[src/pkg/fows_params.svh]
// timing figures and reset values for the flash/otp wait-state access block
// assumes the system clock figure below matches the real clock of the instance
`ifndef FOWS_PARAMS_SVH
`define FOWS_PARAMS_SVH

// system clock period in ns
`define FOWS_CLK_PERIOD_NS 10
// least array access times in ns
`define FOWS_PAGED_ACCESS_NS 36
`define FOWS_RANDOM_ACCESS_NS 36
`define FOWS_OTP_ACCESS_NS 60
// smallest wait-state count allowed per class
`define FOWS_PAGED_WS_FLOOR 0
`define FOWS_RANDOM_WS_FLOOR 1
`define FOWS_OTP_WS_FLOOR 1
// wait-states = ceil(t / period) - 1
`define FOWS_CEIL_WS(t) ((((t) + `FOWS_CLK_PERIOD_NS - 1) / `FOWS_CLK_PERIOD_NS) - 1)
// reset values
`define FOWS_COUNT_RST 4'h0
`define FOWS_READY_RST 1'b1

`endif

[src/pkg/fows_pkg.sv]
// types shared by the flash/otp wait-state access block
// assumes nothing beyond a system verilog compiler
`default_nettype none
package fows_pkg;
    // width of every wait-state field
    localparam int WS_W = 4;
    typedef logic [WS_W-1:0] ws_t;
    // access classes, each with its own wait-state count
    typedef enum logic [1:0] {CLS_PAGED, CLS_RANDOM, CLS_OTP} access_class_t;
    // wait-state counts as configured by the host
    typedef struct packed {
        ws_t paged;
        ws_t random;
        ws_t otp;
    } ws_cfg_t;
    // per-class flags where the configured count is below the floor
    typedef struct packed {
        logic paged;
        logic random;
        logic otp;
    } ws_low_t;
endpackage
`default_nettype wire

[src/rtl/flash_otp_wait_state_access.sv]
// read-access sequencer for flash and otp arrays with per-class wait-states
// assumes requests and configuration come from logic on the same clock
//
// Behaviour
// RULE_01: random flash wait-states never below one
// RULE_02: paged wait-states are ceil(t/period) minus one
// RULE_03: paged read gets at least 36 ns
// RULE_04: random read gets at least 36 ns
// RULE_05: otp read gets 60 ns, at least one
// RULE_06: host sets 3, 3, 5 at 100 MHz
// RULE_07: each otp location programmed only once
// RULE_08: reprogramming a flash sector needs prior erase
// RULE_09: read returns after wait-states plus one cycles
`include "fows_params.svh"
`default_nettype none
module flash_otp_wait_state_access #(
    parameter int ADDR_W = 22,
    parameter int DATA_W = 16,
    parameter int PAGE_BITS = 2
) (
    input wire logic CLOCK_IN,
    input wire logic RST_N_IN,
    input wire fows_pkg::ws_cfg_t WS_CFG_IN,
    input wire logic REQ_VALID_IN,
    input wire logic REQ_OTP_IN,
    input wire logic [ADDR_W-1:0] REQ_ADDR_IN,
    output logic REQ_READY_OUT,
    output logic ARRAY_EN_OUT,
    output logic ARRAY_OTP_OUT,
    output logic [ADDR_W-1:0] ARRAY_ADDR_OUT,
    input wire logic [DATA_W-1:0] ARRAY_DATA_IN,
    output logic RD_DONE_OUT,
    output logic [DATA_W-1:0] RD_DATA_OUT,
    output fows_pkg::access_class_t RD_CLASS_OUT,
    output fows_pkg::ws_low_t WS_LOW_OUT
);
    import fows_pkg::*;

    // refuse shapes that the page compare and counter cannot serve
    if (PAGE_BITS < 1 || PAGE_BITS >= ADDR_W || DATA_W < 1) begin : g_bad_shape
        $error("flash_otp_wait_state_access: bad ADDR_W, DATA_W or PAGE_BITS");
    end
    if (`FOWS_CEIL_WS(`FOWS_OTP_ACCESS_NS) > (1 << WS_W) - 1) begin : g_bad_ws
        $error("flash_otp_wait_state_access: wait-state field too narrow for clock");
    end

    typedef enum logic {S_IDLE, S_WAIT} state_t;

    // floors derived from the access times at this clock
    localparam int PAGED_CEIL = `FOWS_CEIL_WS(`FOWS_PAGED_ACCESS_NS);
    localparam int RANDOM_CEIL = `FOWS_CEIL_WS(`FOWS_RANDOM_ACCESS_NS);
    localparam int OTP_CEIL = `FOWS_CEIL_WS(`FOWS_OTP_ACCESS_NS);
    localparam ws_t PAGED_MIN = ws_t'((PAGED_CEIL > `FOWS_PAGED_WS_FLOOR) ?
        PAGED_CEIL : `FOWS_PAGED_WS_FLOOR); // [RULE_02] [RULE_03]
    localparam ws_t RANDOM_MIN = ws_t'((RANDOM_CEIL > `FOWS_RANDOM_WS_FLOOR) ?
        RANDOM_CEIL : `FOWS_RANDOM_WS_FLOOR); // [RULE_01] [RULE_04]
    localparam ws_t OTP_MIN = ws_t'((OTP_CEIL > `FOWS_OTP_WS_FLOOR) ?
        OTP_CEIL : `FOWS_OTP_WS_FLOOR); // [RULE_05]

    state_t state_reg, state_next;
    ws_t count_reg, count_next;
    logic ready_reg;
    logic array_en_reg;
    logic array_otp_reg;
    logic [ADDR_W-1:0] array_addr_reg;
    logic done_reg;
    logic [DATA_W-1:0] data_reg;
    access_class_t class_reg;
    ws_low_t ws_low_reg;
    logic page_valid_reg;
    logic [ADDR_W-PAGE_BITS-1:0] page_tag_reg;

    // class decode: a flash read in the last open page is a paged read
    wire take = REQ_VALID_IN && ready_reg;
    wire page_hit = page_valid_reg && (REQ_ADDR_IN[ADDR_W-1:PAGE_BITS] == page_tag_reg);
    wire access_class_t req_class = REQ_OTP_IN ? CLS_OTP : (page_hit ? CLS_PAGED : CLS_RANDOM);

    // a setting below the floor is raised to it: the array time is never cut short
    wire ws_t eff_paged = (WS_CFG_IN.paged < PAGED_MIN) ? PAGED_MIN : WS_CFG_IN.paged;
    wire ws_t eff_random = (WS_CFG_IN.random < RANDOM_MIN) ? RANDOM_MIN : WS_CFG_IN.random;
    wire ws_t eff_otp = (WS_CFG_IN.otp < OTP_MIN) ? OTP_MIN : WS_CFG_IN.otp;
    wire ws_t eff_ws = (req_class == CLS_OTP) ? eff_otp :
        ((req_class == CLS_PAGED) ? eff_paged : eff_random); // [RULE_01] [RULE_03] [RULE_04]

    // flags for a host setting below what the clock needs
    wire ws_low_t ws_low_next = '{paged: WS_CFG_IN.paged < PAGED_MIN,
        random: WS_CFG_IN.random < RANDOM_MIN, otp: WS_CFG_IN.otp < OTP_MIN}; // [RULE_06]

    // sequencer: load the count on a take, finish when it has run out
    always_comb begin
        state_next = state_reg;
        count_next = count_reg;
        unique case (state_reg)
            S_IDLE: begin
                if (take) begin
                    state_next = S_WAIT;
                    count_next = eff_ws;
                end
            end
            S_WAIT: begin
                if (count_reg == `FOWS_COUNT_RST) begin
                    state_next = S_IDLE;
                end else begin
                    count_next = count_reg - ws_t'(1);
                end
            end
        endcase
    end

    wire finish = (state_reg == S_WAIT) && (count_reg == `FOWS_COUNT_RST);

    // state and counter
    always_ff @(posedge CLOCK_IN) begin
        if (!RST_N_IN) begin
            state_reg <= S_IDLE;
            count_reg <= `FOWS_COUNT_RST;
        end else begin
            state_reg <= state_next;
            count_reg <= count_next; // [RULE_09]
        end
    end

    // requester stall and completion strobe; ready returns with done, so a new take can land in the done cycle
    always_ff @(posedge CLOCK_IN) begin
        if (!RST_N_IN) begin
            ready_reg <= `FOWS_READY_RST;
            done_reg <= 1'b0;
        end else begin
            ready_reg <= take ? 1'b0 : (finish ? 1'b1 : ready_reg); // [RULE_09]
            done_reg <= finish; // [RULE_09]
        end
    end

    // array drive held for the whole access, data caught in the last cycle
    always_ff @(posedge CLOCK_IN) begin
        if (!RST_N_IN) begin
            array_en_reg <= 1'b0;
            array_otp_reg <= 1'b0;
            array_addr_reg <= '0;
            data_reg <= '0;
            class_reg <= CLS_RANDOM;
        end else if (take) begin
            array_en_reg <= 1'b1;
            array_otp_reg <= REQ_OTP_IN;
            array_addr_reg <= REQ_ADDR_IN;
            class_reg <= req_class;
        end else if (finish) begin
            array_en_reg <= 1'b0;
            data_reg <= ARRAY_DATA_IN; // [RULE_09]
        end
    end

    // open-page tracking; an otp read leaves the flash page open
    always_ff @(posedge CLOCK_IN) begin
        if (!RST_N_IN) begin
            page_valid_reg <= 1'b0;
            page_tag_reg <= '0;
        end else if (take && !REQ_OTP_IN) begin
            page_valid_reg <= 1'b1;
            page_tag_reg <= REQ_ADDR_IN[ADDR_W-1:PAGE_BITS];
        end
    end

    // configuration check flags
    always_ff @(posedge CLOCK_IN) begin
        if (!RST_N_IN) begin
            ws_low_reg <= '0;
        end else begin
            ws_low_reg <= ws_low_next;
        end
    end

    assign REQ_READY_OUT = ready_reg;
    assign ARRAY_EN_OUT = array_en_reg;
    assign ARRAY_OTP_OUT = array_otp_reg;
    assign ARRAY_ADDR_OUT = array_addr_reg;
    assign RD_DONE_OUT = done_reg;
    assign RD_DATA_OUT = data_reg;
    assign RD_CLASS_OUT = class_reg;
    assign WS_LOW_OUT = ws_low_reg;

    // helper: cycles since the take and wait-states loaded then
    int elapsed;
    int ws_taken;
    always_ff @(posedge CLOCK_IN) begin
        if (!RST_N_IN) begin
            elapsed <= 0;
            ws_taken <= 0;
        end else if (take) begin
            elapsed <= 0; // counts edges from the take edge up to the done edge
            ws_taken <= int'(eff_ws);
        end else if (state_reg == S_WAIT) begin
            elapsed <= elapsed + 1;
        end
    end
endmodule
`default_nettype wire

[config.mk]
export PLATFORM = sky130hd
export DESIGN_NAME = flash_otp_wait_state_access
export DESIGN_NICKNAME = d
export VERILOG_FILES = /design/src/pkg/fows_pkg.sv /design/src/rtl/flash_otp_wait_state_access.sv
export VERILOG_INCLUDE_DIRS = /design/src /design/src/pkg
export SDC_FILE = /design/constraint.sdc
export NUM_CORES = 1
export LEC_CHECK = 0
export BUFFER_PORTS_ARGS = -buffer_cell sky130_fd_sc_hd__buf_2
export CAP_MARGIN = 20
export CORE_ASPECT_RATIO = 1.5
export CORE_MARGIN = 2
export CORE_UTILIZATION = 45
export CTS_BUF_LIST = sky130_fd_sc_hd__clkbuf_8 sky130_fd_sc_hd__clkbuf_16
export DETAILED_ROUTE_END_ITERATION = 12
export GPL_ROUTABILITY_DRIVEN = 0
export PLACE_DENSITY = 0.75
export SLEW_MARGIN = 25
export SYNTH_ARGS = -nofsm -noshare
export SYNTH_HDL_FRONTEND = slang
export SYNTH_SLANG_ARGS = --single-unit
export TNS_END_PERCENT = 10
[constraint.sdc]
create_clock -name CLOCK_IN -period 2 [get_ports CLOCK_IN]
set_clock_uncertainty 0.2 [all_clocks]
set_input_delay 0.2 -clock CLOCK_IN [delete_from_list [all_inputs] [get_ports CLOCK_IN]]
set_output_delay 0.2 -clock CLOCK_IN [all_outputs]
set_load 0.02 [all_outputs]
==> results.txt <==
status -> finished, violations left
failing checks -> setup timing
CP arrival -> 2110 ps
GRT Overall Usage -> 24.4%
Clock Latency Late Sink -> 360 ps
die extent in y -> 104 um
Achievable Freq -> 490 MHz
H-tree levels -> 3
Cells after Synth -> 378
Rel. slew slack -> 47.4%
Vias -> 3194
DR pass1 iterations -> 4
max reg flops -> 22
DR iter-0 viols -> 155
Cell Area, Synth -> 3010 um^2
final net count -> 589
pin count of the biggest net entering global routing -> 52
Max-Cap Viols -> 0
crit path to -> count_reg[0]
Sw Share -> 28.0%
PortBufs -> 100
Clk pwr share -> 35.1%
initial antenna violation count -> 0
Slew Limit Fails -> 0
average wire per standard cell -> 14.3 um
dpl cell area -> 3690 um^2
most area-hungry cell type in the Yosys netlist -> dfxtp_1
Worst setup SP type -> flop
share of the synthesized area in the top cell type -> 47.9%
Lkg Pwr -> 0.00194 uW
Reg2Reg Depth -> 6
Syn Area/Cell -> 7.96 um^2
Worst setup EP type -> flop
post-DP HPWL -> 5660 um
Setup-failing EPs final -> 3
Syn. warnings -> 0
Period minus WS final -> 2040 ps
sequential share of the synthesized area -> 47.9%
final period utilization -> 102%
Async S/R FF share, synth -> 0%
EDFF count, synth -> 0
DRC -> 0
Comb power frac -> 20.6%
total internal power -> 2580 uW
Rows -> 36
Finished Layout Cells -> 614
Yosys reg bits -> 72
RSZ-0062 raised after global routing -> true
first-pass GRT wire length -> 14300 um
commonest register cell after synthesis -> dfxtp_1
reg-to-reg startpoint -> page_tag_reg[1]
Die Wd -> 70.8 um
Worst Hold Class -> primary input to flop
Final Cell Area -> 4420 um^2
largest cells by area after synthesis -> dfxtp_1 (48%), nand2_1 (15%), a21oi_1 (11%)
TritonCTS buffer count -> 9
core area -> 6490 um^2
clock sink count -> 72
CTS tree -> built
full die area -> 7370 um^2
CP required -> 2070 ps
WHS Path Cells -> 3
post-CTS setup-driven buffer insertion count -> 0
RR Endpoint -> count_reg[0]
sw power -> 1000 uW
Flop pwr share -> 44.4%
vias in the first global route -> 3200
power density cells -> 809 nW/um^2
Unique masters post-synth -> 44
Root Driver -> clkbuf_8
final worst slack -> -39.8 ps
Via-to-Cell Ratio -> 5.20
total detailed-routing wirelength -> 8760 um
Initial Utilization -> 46.4%
DP Cell Count -> 552
syn_nets -> 434
Longest Clk Path Bufs -> 2
R2R Setup Slk -> -40 ps
Worst VDD drop -> 0.000708 V
Area Overhead vs Synth -> 46.9%
launch point of the worst path -> page_tag_reg[1]
n_diodes -> 0
Final ANT Viol Nets -> 0
num ports -> 101
clock slew seen by the registers of the worst setup and hold paths -> 70 ps
grt ovf -> 0
Crit Path Category -> flop to flop
layout cell share with drive strength beyond 1 -> 28.4%
CP max FO -> 5
Final Hold Fails -> 0
pin slew with the least headroom to its limit -> 790 ps
filler cell count -> 524
## worst min-delay path by stage
stage                       from  slack, ps       endpoint
floorplan               RST_N_IN         60  REQ_READY_OUT
global placement    WS_CFG_IN[7]        200  WS_LOW_OUT[1]
detailed placement  WS_CFG_IN[7]        210  WS_LOW_OUT[1]
CTS                 REQ_VALID_IN         10      state_reg
global route        REQ_VALID_IN         20      state_reg
finish              REQ_VALID_IN         20      state_reg
## Yosys cell counts (3+ instances only)
master / instances
buf_1: 4
dfxtp_1: 72
a21oi_1: 66
xor2_1: 16
nor4_1: 3
nor2_1: 13
xnor2_1: 4
clkbuf_1: 13
nand2_1: 124
nand3b_1: 4
o211ai_1: 5
inv_1: 4
o21ai_0: 6
buf_2: 3
a31oi_1: 3
## metrics by stage
step	total power (uW)	setup WS, ps	hold WS, ps	util [%]	TNS (ps)
4_1_cts	3560	-19.2	12.7	67.5	-51.4
2_1_floorplan	1990	5.64	61.9	-	0
6_report	3580	-39.8	23.4	68.1	-66.0
5_1_grt	3740	-166	25.0	68.1	-663
3_3_place_gp	2230	27.3	202	56.8	0
3_5_place_dp	2250	-42.2	208	56.8	-101
## routing by layer
| metal | GRT usage, % | share of wire (%) | routed length (um) |
|---|---|---|---|
| met4 | 12.7 | 3.2 | 279 |
| met1 | 25.8 | 37 | 3200 |
| met3 | 6.69 | 5.3 | 462 |
| met5 | 0 | 0 | 0 |
| met2 | 43.3 | 55 | 4810 |
## power groups by stage
stage / clock (uW) / combinational (uW) / sequential (uW)
floorplan: 0 / 306 / 1680
global placement: 0 / 624 / 1610
detailed placement: 0 / 633 / 1610
CTS: 1260 / 712 / 1580
global route: 1330 / 806 / 1600
finish: 1250 / 736 / 1590
## cells in the final DEF (no fill, tap or decap), drive strengths merged, types with 3 or more instances in the layout
cell and n:
nor2 14, buf 120, nor4 4, o21ai 6, dlygate4sd3 46, nand2 124, inv 8, xor2 16
nand3b 4, a31oi 3, dfxtp 72, o211ai 5, a21oi 66, clkbuf 10, xnor2 4
## logic make-up after synthesis
kind of cell	count (synthesis)	share of synthesized area (%)
compound gates	94	17.8
flops	72	47.9
simple gates	162	23.5
xor+xnor	20	5.82
fa+ha+maj	2	0.831
mux	1	0.333
buf+inv	27	3.74
## critical path, stage by stage (launching register included)
cell and delay, ps:
dfxtp_1 330, xor2_1 170, nor4_1 350, nand2_1 160, buf_4 180, o31a_2 320
o32ai_2 240
## layout make-up
type                            count  area [um^2]  area share [%]
Timing Repair Buffer              166         1140            25.9
Tap cell                           76         95.1            2.15
Clock buffer                       10          138            3.11
Sequential cell                    72         1450            32.7
Multi-Input combinational cell    279         1500            34.0
Clock inverter                      6         76.3            1.73
Inverter                            5         18.8           0.425
## timing repair
| item | in CTS | in global routing |
|---|---|---|
| hold buffers | 46 | 0 |
| hold endpoints to repair | 64 | 0 |
| pin swaps | 5 | 9 |
| setup endpoints to repair | 3 | 21 |
| gates resized for setup | 5 | 13 |
(Power assumes the default switching activity.)
